**src/ecr_pkg.sv**
```systemverilog
// Constants and types shared by the EPROM card read-side logic
// What this block does
// - Base address comes from three switches; all set places card at 56K.
// - Board select goes low only when A15..A13 match switches; high after reset.
// - A12..A10 pick one of eight sockets inside the 8K window.
// - Exactly one select low per 1K step, never two; all high at reset.
// - Socket select low while its block is accessed, high otherwise.
// - Chip selects are gated off while a programming cycle runs.
// - Supply bank enables follow A12 while the card is selected.
// - Lower enable feeds sockets zero to three, upper feeds four to seven.
// - Data-in buffers pass EPROM bits uninverted when enabled, else float.
// - Data-in enable needs board select and a memory read or examine.
// - Protect status is driven only while the card is selected.
// - Protect status low in protect position, high in write position.
// - Ready is the inverse of wait request; released high when idle.
// - With wait jumper fitted, each read gives one 500 ns ready low pulse.
package ecr_pkg;
  localparam int CLK_NS = 50;
  localparam int WAIT_PULSE_NS = 500;
  localparam int WAIT_CYC = (WAIT_PULSE_NS / CLK_NS < 1) ? 1 : WAIT_PULSE_NS / CLK_NS;
  localparam int CNT_W = 4;
  localparam logic [CNT_W-1:0] WAIT_LAST = CNT_W'(WAIT_CYC - 1);
  localparam logic [CNT_W-1:0] CNT_ZERO = 4'h0;

  localparam int DATA_W = 8;
  localparam int ADDR_W = 6;
  localparam int BASE_W = 3;
  localparam int SOCKETS = 8;
  localparam int SOCK_W = 3;
  // Positions within the sampled A15..A10 field
  localparam int CARD_LO = 3;
  localparam int SOCK_LO = 0;
  localparam int BANK_BIT = 2;

  // Layout of the synchronised pin vector
  localparam int SY_DATA = 0;
  localparam int SY_ADDR = SY_DATA + DATA_W;
  localparam int SY_BASE = SY_ADDR + ADDR_W;
  localparam int SY_RD = SY_BASE + BASE_W;
  localparam int SY_EXAM = SY_RD + 1;
  localparam int SY_PROT = SY_EXAM + 1;
  localparam int SY_WREQ = SY_PROT + 1;
  localparam int SY_JMP = SY_WREQ + 1;
  localparam int SYNC_W = SY_JMP + 1;
  localparam logic [SYNC_W-1:0] SYNC_RST = '0;
  // Edges after reset before the filtered pins hold live levels
  localparam int FILL_DEPTH = 4;
  localparam logic [FILL_DEPTH-1:0] FILL_RST = '0;

  localparam logic [SOCKETS-1:0] CS_ALL_OFF = 8'hFF;
  localparam logic [DATA_W-1:0] DATA_RST = 8'h00;

  typedef enum logic [2:0] {
    ST_IDLE = 3'h1,
    ST_PULSE = 3'h2,
    ST_HOLD = 3'h4
  } ecr_wait_e;
endpackage : ecr_pkg

```
**src/ecr_dec_if.sv**
```systemverilog
// Carrier between the card top and its socket decoder
`timescale 1ns/1ps
interface ecr_dec_if;
  import ecr_pkg::*;
  logic [SOCK_W-1:0] sel;
  logic en;
  logic [SOCKETS-1:0] cs_n;
  modport host (output sel, output en, input cs_n);
  modport dec (input sel, input en, output cs_n);
endinterface : ecr_dec_if

```
**src/ecr_card.sv**
```systemverilog
// Read-side bus logic of the eight-socket EPROM card
`timescale 1ns/1ps
module ecr_card
  import ecr_pkg::*;
(
  input wire logic clock,
  input wire logic rst,
  input wire logic [ADDR_W-1:0] addr_hi,
  input wire logic [BASE_W-1:0] base_switch,
  input wire logic mem_read,
  input wire logic examine,
  input wire logic protect_write_switch,
  input wire logic wait_request,
  input wire logic wait_jumper,
  input wire logic prog_active,
  input wire logic [DATA_W-1:0] eprom_data,
  output logic card_select_n,
  output logic [SOCKETS-1:0] eprom_cs_n,
  output logic bank_lo_en,
  output logic bank_hi_en,
  output logic [DATA_W-1:0] data_in_bus,
  output logic data_in_bus_oe_n,
  output logic ps_out,
  output logic ps_oe_n,
  output logic prdy
);
  logic [SYNC_W-1:0] s1_q;
  logic [SYNC_W-1:0] s2_q;
  logic [SYNC_W-1:0] s3_q;
  logic [SYNC_W-1:0] f_q;
  logic [DATA_W-1:0] data_f;
  logic [ADDR_W-1:0] addr_f;
  logic [BASE_W-1:0] base_f;
  logic rd_f;
  logic exam_f;
  logic prot_f;
  logic wreq_f;
  logic jmp_f;
  logic match;
  logic [FILL_DEPTH-1:0] fill_q;
  logic filled;
  logic rd_hit;
  logic rd_hit_q;
  logic card_select_n_q;
  logic [SOCKETS-1:0] cs_n_q;
  logic bank_lo_q;
  logic bank_hi_q;
  logic [DATA_W-1:0] di_q;
  logic di_oe_n_q;
  logic ps_q;
  logic ps_oe_n_q;
  logic prdy_q;
  ecr_wait_e state_q;
  logic [CNT_W-1:0] cnt_q;
  logic [CNT_W-1:0] pulse_len_q;

  ecr_dec_if dif ();

  ecr_cs_decoder u_dec (
    .dif(dif)
  );

  // Pin synchroniser; a bit changes once stages two and three agree
  always_ff @(posedge clock) begin
    if (rst) begin
      s1_q <= SYNC_RST;
      s2_q <= SYNC_RST;
      s3_q <= SYNC_RST;
      f_q <= SYNC_RST;
    end else begin
      s1_q <= {wait_jumper, wait_request, protect_write_switch, examine, mem_read,
               base_switch, addr_hi, eprom_data};
      s2_q <= s1_q;
      s3_q <= s2_q;
      f_q <= (s2_q & s3_q) | (f_q & (s2_q ^ s3_q));
    end
  end

  assign data_f = f_q[SY_DATA +: DATA_W];
  assign addr_f = f_q[SY_ADDR +: ADDR_W];
  assign base_f = f_q[SY_BASE +: BASE_W];
  assign rd_f = f_q[SY_RD];
  assign exam_f = f_q[SY_EXAM];
  assign prot_f = f_q[SY_PROT];
  assign wreq_f = f_q[SY_WREQ];
  assign jmp_f = f_q[SY_JMP];

  // Filter is cleared by reset; no compare until it holds real pin levels
  always_ff @(posedge clock) begin
    if (rst) begin
      fill_q <= FILL_RST;
    end else begin
      fill_q <= {fill_q[FILL_DEPTH-2:0], 1'b1};
    end
  end

  assign filled = fill_q[FILL_DEPTH-1];

  // Card window compare against the base switches
  assign match = filled && (addr_f[CARD_LO +: BASE_W] == base_f);
  assign rd_hit = match && rd_f;

  assign dif.sel = addr_f[SOCK_LO +: SOCK_W];
  assign dif.en = match && !prog_active;

  // Board select
  always_ff @(posedge clock) begin
    if (rst) begin
      card_select_n_q <= 1'b1;
    end else begin
      card_select_n_q <= !match;
    end
  end

  // Socket chip selects
  always_ff @(posedge clock) begin
    if (rst) begin
      cs_n_q <= CS_ALL_OFF;
    end else begin
      cs_n_q <= dif.cs_n;
    end
  end

  // Auxiliary supply bank enables
  always_ff @(posedge clock) begin
    if (rst) begin
      bank_lo_q <= 1'b0;
      bank_hi_q <= 1'b0;
    end else begin
      bank_lo_q <= match && !addr_f[BANK_BIT];
      bank_hi_q <= match && addr_f[BANK_BIT];
    end
  end

  // Data-in buffers
  always_ff @(posedge clock) begin
    if (rst) begin
      di_q <= DATA_RST;
      di_oe_n_q <= 1'b1;
    end else begin
      di_q <= data_f;
      di_oe_n_q <= !(match && (rd_f || exam_f));
    end
  end

  // Protect status
  always_ff @(posedge clock) begin
    if (rst) begin
      ps_q <= 1'b0;
      ps_oe_n_q <= 1'b1;
    end else begin
      ps_q <= prot_f;
      ps_oe_n_q <= !match;
    end
  end

  // Optional wait-state pulse, one per read of the card
  always_ff @(posedge clock) begin
    if (rst) begin
      state_q <= ST_IDLE;
      cnt_q <= CNT_ZERO;
      rd_hit_q <= 1'b0;
    end else begin
      rd_hit_q <= rd_hit;
      case (state_q)
        ST_IDLE: begin
          cnt_q <= CNT_ZERO;
          if (jmp_f && rd_hit && !rd_hit_q) begin
            state_q <= ST_PULSE;
          end
        end
        ST_PULSE: begin
          cnt_q <= cnt_q + 1'b1;
          if (cnt_q == WAIT_LAST) begin
            state_q <= ST_HOLD;
          end
        end
        ST_HOLD: begin
          cnt_q <= CNT_ZERO;
          // Hold until the read ends so one read gives one pulse
          if (!rd_hit) begin
            state_q <= ST_IDLE;
          end
        end
        default: begin
          state_q <= ST_IDLE;
          cnt_q <= CNT_ZERO;
        end
      endcase
    end
  end

  // Ready: inverse of wait request, pulled low during the wait pulse
  always_ff @(posedge clock) begin
    if (rst) begin
      prdy_q <= 1'b1;
    end else begin
      prdy_q <= !(wreq_f || (state_q == ST_PULSE));
    end
  end

  // Length of the current wait pulse, read only by checks
  always_ff @(posedge clock) begin
    if (rst) begin
      pulse_len_q <= CNT_ZERO;
    end else if (state_q == ST_PULSE) begin
      pulse_len_q <= pulse_len_q + 1'b1;
    end else begin
      pulse_len_q <= CNT_ZERO;
    end
  end

  assign card_select_n = card_select_n_q;
  assign eprom_cs_n = cs_n_q;
  assign bank_lo_en = bank_lo_q;
  assign bank_hi_en = bank_hi_q;
  assign data_in_bus = di_q;
  assign data_in_bus_oe_n = di_oe_n_q;
  assign ps_out = ps_q;
  assign ps_oe_n = ps_oe_n_q;
  assign prdy = prdy_q;
endmodule : ecr_card

```
**src/ecr_cs_decoder.sv**
```systemverilog
// One-of-eight socket select decoder
`timescale 1ns/1ps
module ecr_cs_decoder
  import ecr_pkg::*;
(
  ecr_dec_if.dec dif
);
  genvar i;
  generate
    for (i = 0; i < SOCKETS; i++) begin : g_sock
      // Low only for the addressed socket while enabled
      assign dif.cs_n[i] = !(dif.en && (dif.sel == SOCK_W'(i)));
    end
  endgenerate
endmodule : ecr_cs_decoder

```
**config.mk**
```make
export PLATFORM = sky130hd
export DESIGN_NAME = ecr_card
export DESIGN_NICKNAME = d
export VERILOG_FILES = /design/src/ecr_pkg.sv /design/src/ecr_dec_if.sv /design/src/ecr_card.sv /design/src/ecr_cs_decoder.sv
export SDC_FILE = /design/constraint.sdc
export NUM_CORES = 1
export LEC_CHECK = 0
export BUFFER_PORTS_ARGS = -buffer_cell sky130_fd_sc_hd__buf_4
export CAP_MARGIN = 10
export CORE_ASPECT_RATIO = 1.4
export CORE_MARGIN = 10
export CORE_UTILIZATION = 55
export CTS_CLUSTER_DIAMETER = 200
export DETAILED_ROUTE_END_ITERATION = 7
export PLACE_DENSITY = 0.8
export SKIP_CTS_REPAIR_TIMING = 1
export SLEW_MARGIN = 10
export SYNTH_ARGS = -nofsm -noshare
export SYNTH_HDL_FRONTEND = slang
export SYNTH_SLANG_ARGS = --single-unit
export TNS_END_PERCENT = 30
```
**constraint.sdc**
```tcl
create_clock -name clock -period 2.6 [get_ports clock]
set_input_delay 0.78 -clock clock [delete_from_list [all_inputs] [get_ports clock]]
set_output_delay 0.78 -clock clock [all_outputs]
set_load 0.01 [all_outputs]
```
# Word level (Yosys, flattened, before mapping)
# Cells that the tools add are included.
dict set report word_totals {
  regBits 122
  rom_bits 0
  output_inout_bits 23
  mem_bits_rw 0
  elab_cells 78
  in_bits 25
  memories 0
  latch_bits 0
}
dict set report op_classes {
  n_mux 5
  shift 0
  n_reduce_logical 35
  eq_ne 15
  multipliers 0
  add_sub_neg 1
  magnitude_cmp 0
  n_bitwise 5
  div_mod_pow 0
}
# cell n
set op_table {}
lappend op_table {{22-bit bitwise AND} 2}
lappend op_table {{22-bit bitwise OR} 1}
lappend op_table {{22-bit XOR} 1}
lappend op_table {{1-bit logical AND} 16}
lappend op_table {{3-bit equality test (second input constant)} 5}
lappend op_table {{1-bit logical NOT} 14}
lappend op_table {{3-bit by 2-bit equality test with 1-bit output (second input constant)} 3}
lappend op_table {{3-bit 2-to-1 mux} 3}
lappend op_table {{3-bit case mux with 3 select lines} 1}
lappend op_table {{3-bit by 1-bit equality test with 1-bit output (second input constant)} 2}
lappend op_table {{2-bit inequality test (second input constant)} 3}
lappend op_table {{4-bit by 1-bit adder with 4-bit output (second input constant)} 1}
lappend op_table {{4-bit equality test (second input constant)} 1}
lappend op_table {{3-bit equality test} 1}
lappend op_table {{3-bit logical NOT} 1}
lappend op_table {{3-bit AND reduction} 1}
lappend op_table {{1-bit logical OR} 2}
lappend op_table {{2-bit OR reduction} 1}
lappend op_table {{1-bit 2-to-1 mux} 1}
lappend op_table {{1-bit NOT} 1}

# Longest topological paths before layout
# Gate-level depths: netlist of run 1.
dict set report depth {
  ltp_word 7
  depth_mapped 6
  mapped_depth_nobuf 6
}

# Cells and area by module
# Synthesis of run 1 repeated with hierarchy kept, for this count alone.
dict set report unflattened {
  cells_unflattened 332
  area_unflattened_um2 3866.2
}
# module area_per_inst_um2 instances seq_area_each_um2 cells_per_inst
set by_module_without_submodules {}
lappend by_module_without_submodules {ecr_card 3789.9 1 2442.3 324}
lappend by_module_without_submodules {ecr_cs_decoder 76.3 1 0.0 8}

# Worst setup path before layout of run 1
# No wires, ideal clock.
dict set report synth_path {
  path_kind {input to register}
  from {input port rst}
  to {register cs_n_q[6], in the netlist eprom_cs_n[6]}
  t_arrival_ps 1635
  path_stages 6
  required_time_ps 2474
  path_slack_ps 839
  path_buffers 2
  setup_time_ps 126
  cell_sequence {clkbuf_1 -> nand2b_1 -> nor4_2 -> and2_1 -> buf_4 -> nand3_1}
}
# item line_no
set synth_lines {}
lappend synth_lines {{start, declared} ecr_card.sv:7} ;# input wire logic rst,
lappend synth_lines {{end signal, assigned} ecr_card.sv:120} ;# cs_n_q <= dif.cs_n;
lappend synth_lines {{end, declared} ecr_card.sv:45} ;# logic [SOCKETS-1:0] cs_n_q;

# Worst setup path in the final report of run 1
dict set report layout_path {
  from {register di_oe_n_q, in the netlist data_in_bus_oe_n}
  to {output port data_in_bus_oe_n}
}
# item line_no
set layout_lines {}
lappend layout_lines {{start, declared} ecr_card.sv:49} ;# logic di_oe_n_q;
lappend layout_lines {{start signal, assigned} ecr_card.sv:142} ;# di_oe_n_q <= !(match && (rd_f || exam_f));
lappend layout_lines {{end, declared} ecr_card.sv:22} ;# output logic data_in_bus_oe_n,
# No word-level cell between the ends.

==> results of run 1 <==
-- through the flow --
step           hold slack (ps)  std cells  power [mW]  area [um2]
2_1_floorplan            413.8        332       2.032        3769
3_5_place_dp             422.3        458       2.074        4183
3_3_place_gp             416.0        458       2.069        4183
4_1_cts                  438.0        490       4.453        4800
6_report                 433.5        490       4.414        4800
5_1_grt                  454.7        490       4.557        4800
-- layout by cell type (no fill, tap or decap), drive strengths merged --
cell,instances
a21oi,23
a22oi,1
and2,3
and2b,1
and3b,1
buf,48
bufinv,4
clkbuf,20
clkinv,5
clkinvlp,3
dfxtp,122
ha,24
inv,3
nand2,6
nand2b,1
nand3,5
nand3b,2
nor2,30
nor2b,80
nor3,3
nor3b,2
nor4,3
o21ai,3
xnor2,1
xor2,4
-- state kept, by name, indices dropped and copies added, names as in the netlist --
| signal | flops |
|---|---|
| s2_q | 22 |
| data_in_bus_oe_n | 1 |
| f_q | 22 |
| bank_hi_en | 1 |
| rd_hit_q | 1 |
| eprom_cs_n | 8 |
| fill_q | 4 |
| s1_q | 22 |
| ps_out | 1 |
| data_in_bus | 8 |
| cnt_q | 4 |
| state_q | 3 |
| ps_oe_n | 1 |
| s3_q | 22 |
| prdy | 1 |
| bank_lo_en | 1 |
-- power by group through the flow --
| stage | Combinational, mW | Clock (mW) | Sequential [mW] |
|---|---|---|---|
| after floorplan | 0.0648 | 0 | 1.97 |
| after global placement | 0.0993 | 0 | 1.97 |
| after detailed placement | 0.103 | 0 | 1.97 |
| after CTS | 0.106 | 2.41 | 1.93 |
| after global routing | 0.118 | 2.50 | 1.94 |
| final | 0.104 | 2.38 | 1.93 |
-- cell families after synthesis --
logic type	count (synthesis)	share of synthesized area [%]
flip-flops	122	64.81
AO/OA/AOI/OAI	27	3.652
buffers and inverters	17	1.925
adder cells (fa/ha/maj)	24	7.968
XOR/XNOR	5	1.162
AND/OR/NAND/NOR	137	20.48
-- final cells by class --
| class | instances | area share, % |
|---|---|---|
| inverters | 3 | 0.2346 |
| multi-input cells | 193 | 26.12 |
| well taps | 92 | 2.398 |
| clock inverters | 12 | 3.571 |
| flip-flops and latches | 122 | 50.89 |
| clock buffers | 20 | 9.281 |
| repair buffers | 48 | 7.508 |
-- metal layers --
metal | global-route usage [%] | vias to the layer above | share of wire (%) | wire [um]
li1 | - | 1179 | - | -
met1 | 11.76 | 1031 | 42 | 2501
met2 | 19.79 | 50 | 51 | 3063
met3 | 5.871 | 10 | 5.0 | 296
met4 | 5.988 | 0 | 1.9 | 111
met5 | 0 | - | 0 | 0
-- how the worst min path moves through the flow --
stage	end	from	slack, ps	cells past startpoint
floorplan	fill_q[1]	fill_q[0]	410	1
detailed placement	s2_q[11]	s1_q[11]	420	1
global placement	s2_q[16]	s1_q[16]	420	1
finish	s2_q[13]	s1_q[13]	430	1
CTS	s2_q[12]	s1_q[12]	440	1
global route	s2_q[11]	s1_q[11]	450	1
==> impl_metrics.py, run 1 <==
metrics = {
    "outcome": {
        "status": "complete, no violations",
    },
    "cts": {
        "root_buffer": "clkbuf_8",
        "clk_pin_slew_ps": 50,
        "numCtsBuffers": 17,
        "clock-sinks": 122,
        "cts_buffer_depth": 2,
        "h-tree-depth": 4,
        "tritoncts": "built",
        "clk_latency_ps": 500,
    },
    "setup_path": {
        "crit_chain": "buf_4",
        "end_kind": "output pin",
        "slowest_stage": "dfxtp_1",
        "crit_cells": 1,
        "critPathLaunch": "data_in_bus_oe_n",
        "critical_path.top_delay_family": "flip-flops",
        "reg2reg_setup_slack_ps": 1120,
        "critPathMaxStageDelay_ps": 330,
        "worstRegToRegCells": 4,
        "r2r_end": "state_q[0]",
        "start_kind": "register",
        "critPathBufInv": 1,
        "crit_end": "data_in_bus_oe_n",
        "path_max_fanout": 1,
        "worst_ep_required_time_ps": 1820,
        "timing.rr.start": "f_q[14]",
        "crit_arrival_ps": 960,
        "crit_type": "reg -> out",
    },
    "power_and_ir_drop": {
        "p_sw_share_pct": 19.05,
        "ir_drop_uv": 629.1,
        "pwr-share-clk_pct": 53.9,
        "p_comb_share_pct": 2.3,
        "switchingPower_mw": 0.8408,
        "power_density_mw_per_mm2": 919.6,
        "p_int_mw": 3.573,
        "pwr-share-seq_pct": 43.8,
        "leakage_nw": 2.104,
    },
    "logic_synthesis": {
        "synth_nets": 381,
        "synth_area_leaders": "dfxtp_1 (65%), nor2b_1 (13%), ha_1 (8.0%), a21oi_1 (3.1%), nor2_1 (3.0%)",
        "yosysSeqAreaShare_pct": 64.81,
        "synth_warnings": 0,
        "ys.flop_type": "dfxtp_1",
        "ys_types": 25,
        "synth-edff-count": 0,
        "synth_area_mm2": 0.003769,
        "avgSynthCellArea_um2": 11.35,
        "yosysTopAreaCellShare_pct": 64.81,
        "synth_cells": 332,
        "yosys_register_bits": 122,
        "synth.largest_area_cell": "dfxtp_1",
        "yosysMostFrequentCell": "dfxtp_1",
        "synth_common_cells": "dfxtp_1 (122), nor2b_1 (80), nor2_1 (30)",
        "async_reset_ff_share_pct": 0,
    },
    "timing": {
        "hold_viol": 0,
        "setup_viol": 0,
        "tightest_slew_ps": 553.2,
        "rsz0062_at_grt": "no",
        "min_period_ps": 1736,
        "relSlewSlack_pct": 62.78,
        "fin_crit_sh_pct": 66.75,
        "fmax_mhz": 576.2,
        "finalSetupTns_ps": 0,
        "drv_slew": 0,
        "skew_ps": 5.733,
        "setup_slack_ps": 864.4,
    },
    "global_route": {
        "grt_pass1_wl_um": 10180,
        "gr-total-overflow": 0,
        "grt_pass1_vias": 2344,
        "grt_antenna_before_repair": 0,
        "grt_max_degree": 58,
        "track_usage_pct": 11.80,
    },
    "place": {
        "place.gp.congestion": 0.7085,
        "io_buffers": 47,
        "hpwl_um": 3783,
        "pre_cts_ws_ps": 527.4,
    },
    "floorplanning": {
        "num_rows": 35,
        "dieArea_mm2": 0.01061,
        "ioPinCount": 48,
        "die_w_um": 89.96,
        "start_util_pct": 56.99,
        "core_area_mm2": 0.006613,
        "die-height_um": 117.9,
    },
    "routing": {
        "postRouteAntennaNets": 0,
        "drt_first_pass_iters": 4,
        "viasPerCell": 4.633,
        "vias": 2270,
        "drc": 0,
        "avgRoutedWirePerCell_um": 12.19,
        "drt_iter0_markers": 46,
        "finalWirelength_um": 5973,
    },
    "finish": {
        "diodes": 0,
        "seq_area_mm2": 0.002442,
        "nets": 434,
        "layout-drive-gt1-share_pct": 20.10,
        "multi_input_area_mm2": 0.001254,
        "postLayoutCoreUtil_pct": 72.58,
        "fill_cells": 462,
        "area_growth_pct": 27.36,
    },
    "flow_run": {
        "maxCapViolCount": 0,
    },
    "worst_hold_path": {
        "hold_class": "reg -> reg",
    },
}
Note: power is estimated with default switching activity, not from simulation.
==> inputs of run 2 (changes only) <==
--- a/config.mk
+++ b/config.mk
@@ -9,10 +9,10 @@
 export CAP_MARGIN = 10
 export CORE_ASPECT_RATIO = 1.4
 export CORE_MARGIN = 10
-export CORE_UTILIZATION = 55
+export CORE_UTILIZATION = 50
 export CTS_CLUSTER_DIAMETER = 200
 export DETAILED_ROUTE_END_ITERATION = 7
-export PLACE_DENSITY = 0.8
+export PLACE_DENSITY = 0.77
 export SKIP_CTS_REPAIR_TIMING = 1
 export SLEW_MARGIN = 10
 export SYNTH_ARGS = -nofsm -noshare
==> constraint.sdc (replaced) <==
create_clock -name clock -period 1.52 [get_ports clock]
set_input_delay 0.456 -clock clock [delete_from_list [all_inputs] [get_ports clock]]
set_output_delay 0.456 -clock clock [all_outputs]
set_load 0.01 [all_outputs]
==> run 2 against run 1 <==
  * Power rose by 77%
  * Hold slack worse by 270 ps
  * Sequential share of layout area fell by 0.86 points
  * Wire length is 0.80% lower
  * Critical path depth unchanged
  * Global-route usage fell by 0.73 points
  * Highest routed layer unchanged
  * Register-to-register slack lost 990 ps
  * Sequential cell count stayed put
  * Clock-buffer cell count down 1
  * First-iteration DRC count up 91%
==> impl_metrics.py, run 2 (same netlist as run 1, synthesis figures left out) <==
metrics = {
    "outcome": {
        "status": "complete, no violations",
    },
    "place": {
        "dp.cells": 467,
        "hpwl_um": 3899,
        "io_buffers": 47,
        "pre_cts_ws_ps": 10.84,
        "place.gp.congestion": 0.7400,
    },
    "finish": {
        "fill_cells": 548,
        "nets": 438,
        "diodes": 0,
        "final_common_cell": "dfxtp_1",
        "layout-drive-gt1-share_pct": 21.39,
        "layout.cells.non_filler": 499,
        "area_growth_pct": 29.55,
        "layout_common_cells": "dfxtp_1 (122), nor2b_1 (80), buf_4 (52)",
    },
    "setup_path": {
        "critPathMaxStageDelay_ps": 330,
        "critPathBufInv": 1,
        "crit_chain": "buf_4",
        "r2r_end": "state_q[0]",
        "critical_path.top_delay_family": "flip-flops",
        "crit_arrival_ps": 950,
        "path_max_fanout": 1,
        "crit_type": "reg -> out",
        "critPathLaunch": "data_in_bus_oe_n",
        "slowest_stage": "dfxtp_1",
        "start_kind": "register",
        "end_kind": "output pin",
        "timing.rr.start": "f_q[14]",
        "crit_cells": 1,
        "reg2reg_setup_slack_ps": 130,
        "worst_ep_required_time_ps": 1060,
        "worstRegToRegCells": 4,
        "crit_end": "data_in_bus_oe_n",
    },
    "timing": {
        "setup_slack_ps": 112.9,
        "min_period_ps": 1407,
        "hold_viol": 0,
        "fin_crit_sh_pct": 92.57,
        "skew_ps": 5.719,
        "relSlewSlack_pct": 74.58,
        "tightest_slew_ps": 378.2,
        "drv_slew": 0,
        "setup_viol": 0,
        "fmax_mhz": 710.7,
        "rsz0062_at_grt": "no",
    },
    "cts": {
        "clk_pin_slew_ps": 60,
        "cts_buffer_depth": 2,
        "root_buffer": "clkbuf_8",
        "tritoncts": "built",
        "clk_latency_ps": 500,
        "h-tree-depth": 4,
        "clock-sinks": 122,
        "numCtsBuffers": 17,
    },
    "global_route": {
        "track_usage_pct": 11.07,
        "grt_antenna_before_repair": 0,
        "grt_pass1_wl_um": 9970,
        "grt_max_degree": 33,
        "gr-total-overflow": 0,
        "grt_pass1_vias": 2278,
    },
    "floorplanning": {
        "start_util_pct": 51.20,
        "dieArea_mm2": 0.01146,
        "die-height_um": 122.7,
        "core_area_mm2": 0.007361,
        "ioPinCount": 48,
        "num_rows": 37,
        "die_w_um": 93.38,
    },
    "routing": {
        "viasPerCell": 4.569,
        "vias": 2280,
        "drt_first_pass_iters": 4,
        "avgRoutedWirePerCell_um": 11.87,
        "finalWirelength_um": 5925,
        "postRouteAntennaNets": 0,
        "drc": 0,
        "drt_iter0_markers": 88,
    },
    "power_and_ir_drop": {
        "ir_drop_uv": 1209,
        "power_density_mw_per_mm2": 1598,
        "leakage_nw": 2.148,
    },
    "flow_run": {
        "maxCapViolCount": 0,
    },
    "worst_hold_path": {
        "hold_class": "in -> reg",
    },
}
run 2: where the power goes:
group	leakage, nW	switching [mW]	internal [mW]
registers	0.996	0.0248	3.28
logic	0.833	0.0831	0.102
clock network	0.319	1.38	2.93
run 2: final cells by class:
type	instances	area (um2)	area share (%)
Tap cell	97	121.4	2.486
Inverter	3	11.26	0.2307
Clock buffer	19	441.7	9.047
Clock inverter	13	215.2	4.408
Sequential cell	122	2442	50.03
Timing Repair Buffer	52	390.4	7.996
Multi-Input combinational cell	193	1260	25.81
run 2: per-stage QoR:
step | TNS [ps] | instance area [um2] | hold WS [ps] | power, mW | util (%)
finish | 0 | 4882 | 164.3 | 7.802 | 66.33
global placement | 0 | 4219 | 418.6 | 3.549 | 57.32
detailed placement | 0 | 4219 | 422.3 | 3.556 | 57.32
CTS | -0.9956 | 4876 | 142.1 | 7.889 | 66.24
floorplan | 0 | 3769 | 413.8 | 3.476 | -
global route | 0 | 4882 | 144.9 | 8.064 | 66.33
run 2: worst min path at each step:
stage	from	endpoint	slack, ps	cells past startpoint
3_3_place_gp	s1_q[19]	s2_q[19]	420	1
6_report	eprom_data[1]	s1_q[1]	160	2
3_5_place_dp	s1_q[18]	s2_q[18]	420	1
5_1_grt	mem_read	s1_q[17]	140	2
2_1_floorplan	fill_q[0]	fill_q[1]	410	1
4_1_cts	addr_hi[0]	s1_q[8]	140	2
run 2: per-layer routing:
metal,vias to the layer above,GRT usage (%),share of wire (%)
met3,10,5.864,5.8
met5,-,0,0
li1,1182,-,-
met2,42,18.50,51
met1,1046,10.99,41
met4,0,5.513,1.5
==> inputs of run 3 (changes only) <==
--- a/config.mk
+++ b/config.mk
@@ -12,7 +12,7 @@
 export CORE_UTILIZATION = 50
 export CTS_CLUSTER_DIAMETER = 200
 export DETAILED_ROUTE_END_ITERATION = 7
-export PLACE_DENSITY = 0.77
+export PLACE_DENSITY = 0.73
 export SKIP_CTS_REPAIR_TIMING = 1
 export SLEW_MARGIN = 10
 export SYNTH_ARGS = -nofsm -noshare
==> run 3 against run 2 <==
  * First-iteration DRC count grew 8.0%
  * Die area unchanged
  * Non-clock buffer count decreased by 2
  * Clock power decreased by 9.5%
  * Setup slack worse by 29 ps
  * Via count down 0.92%
  * Critical path depth is the same
  * Critical path type unchanged
  * Largest power group unchanged
  * Highest routed layer unchanged
==> impl_metrics.py, run 3 (same netlist as run 1, synthesis figures left out) <==
metrics = {
    "routing": {
        "drc": 0,
        "finalWirelength_um": 5794,
        "drt_iter0_markers": 95,
        "drt_first_pass_iters": 4,
        "postRouteAntennaNets": 0,
        "viasPerCell": 4.545,
        "vias": 2259,
        "avgRoutedWirePerCell_um": 11.66,
    },
    "cts": {
        "h-tree-depth": 4,
        "numCtsBuffers": 17,
        "clk_pin_slew_ps": 60,
        "root_buffer": "clkbuf_8",
        "cts_buffer_depth": 2,
        "clock-sinks": 122,
        "clk_latency_ps": 500,
        "tritoncts": "built",
    },
    "timing": {
        "rsz0062_at_grt": "no",
        "drv_slew": 0,
        "fin_crit_sh_pct": 94.49,
        "relSlewSlack_pct": 76.64,
        "finalSetupTns_ps": 0,
        "holdWs_ps": 168.2,
        "tightest_slew_ps": 347.5,
        "setup_viol": 0,
        "skew_ps": 5.509,
        "hold_viol": 0,
        "min_period_ps": 1436,
        "fmax_mhz": 696.3,
    },
    "global_route": {
        "grtUsageMet1_pct": 11.64,
        "grt_max_degree": 72,
        "gr-total-overflow": 0,
        "met2_usage_pct": 17.36,
        "grt_antenna_before_repair": 0,
        "track_usage_pct": 11.00,
        "use_met3_pct": 5.315,
        "grt_pass1_vias": 2264,
        "busiest_layer": "met2",
        "grt_pass1_wl_um": 9949,
    },
    "setup_path": {
        "crit_type": "reg -> out",
        "crit_arrival_ps": 980,
        "crit_chain": "buf_4",
        "critPathBufInv": 1,
        "critPathMaxStageDelay_ps": 350,
        "slowest_stage": "dfxtp_1",
        "critical_path.top_delay_family": "flip-flops",
        "worst_ep_required_time_ps": 1060,
        "path_max_fanout": 1,
        "end_kind": "output pin",
        "start_kind": "register",
    },
    "worst_hold_path": {
        "hold_class": "in -> reg",
    },
    "place": {
        "hpwl_um": 3643,
        "io_buffers": 47,
        "place.gp.congestion": 0.7496,
    },
    "power_and_ir_drop": {
        "leakage_nw": 2.102,
        "p_sw_share_pct": 19.53,
        "power_density_mw_per_mm2": 1535,
        "p_comb_share_pct": 2.5,
        "p_int_mw": 5.949,
        "finalPower_mw": 7.392,
        "pwr-share-clk_pct": 52.8,
        "pwr-share-seq_pct": 44.7,
        "switchingPower_mw": 1.443,
        "ir_drop_uv": 1029,
    },
    "finish": {
        "fill_cells": 586,
        "final_common_cell": "dfxtp_1",
        "layout-drive-gt1-share_pct": 20.75,
        "area_growth_pct": 27.79,
        "postLayoutCoreUtil_pct": 65.43,
        "nets": 436,
        "layout_common_cells": "dfxtp_1 (122), nor2b_1 (80), buf_4 (49)",
        "diodes": 0,
    },
    "floorplanning": {
        "dieArea_mm2": 0.01146,
        "die_w_um": 93.38,
        "core_area_mm2": 0.007361,
        "ioPinCount": 48,
        "start_util_pct": 51.20,
        "die-height_um": 122.7,
        "num_rows": 37,
    },
    "outcome": {
        "status": "complete, no violations",
    },
    "flow_run": {
        "maxCapViolCount": 0,
    },
}
==> run 3: cell count changes in the layout (fill, tap and decap cells not counted), sizes merged <==
| cell | delta |
|---|---|
| clkinvlp | +4 |
| buf | -2 |
| bufinv | -2 |
| inv | -2 |
| clkbuf | +1 |
| clkinv | -1 |
==> run 3: final timing paths <==
kind	startpoint	end	slack, ps	depth (start not counted)
hold reg to reg	s1_q[3]	s2_q[3]	430	1
setup reg to reg	f_q[14]	eprom_cs_n[1]	140	4
hold / removal	eprom_data[0]	s1_q[0]	170	2
setup / recovery	data_in_bus_oe_n	data_in_bus_oe_n	80	1
==> run 3: cell type report <==
| cell class | instances | area (um2) | share of cell area, % |
|---|---|---|---|
| Multi-Input combinational cell | 193 | 1260 | 26.16 |
| Timing Repair Buffer | 50 | 387.9 | 8.054 |
| Tap cell | 97 | 121.4 | 2.520 |
| Clock inverter | 12 | 147.6 | 3.066 |
| Clock buffer | 20 | 445.4 | 9.249 |
| Inverter | 3 | 11.26 | 0.2338 |
| Sequential cell | 122 | 2442 | 50.71 |
==> run 3: layer usage <==
layer,wire [um],up-vias
met5,0,-
met4,99,0
met3,373,8
met2,2795,44
met1,2526,1032
li1,-,1175
==> run 3: through the flow <==
stage | setup WS [ps] | instances | cell area, um2
4_1_cts | 40.68 | 497 | 4810
6_report | 83.82 | 497 | 4816
3_5_place_dp | -45.51 | 465 | 4217
3_3_place_gp | -3.475 | 465 | 4217
5_1_grt | 49.94 | 497 | 4816
2_1_floorplan | 83.04 | 332 | 3769
==> run 3: power by group through the flow <==
stage                     Combinational (mW)  Clock, mW  Sequential, mW
after detailed placement               0.183          0            3.37
after CTS                              0.188       3.98            3.30
after floorplan                        0.111          0            3.36
final                                  0.184       3.90            3.30
after global placement                 0.180          0            3.37
after global routing                   0.209       4.14            3.31
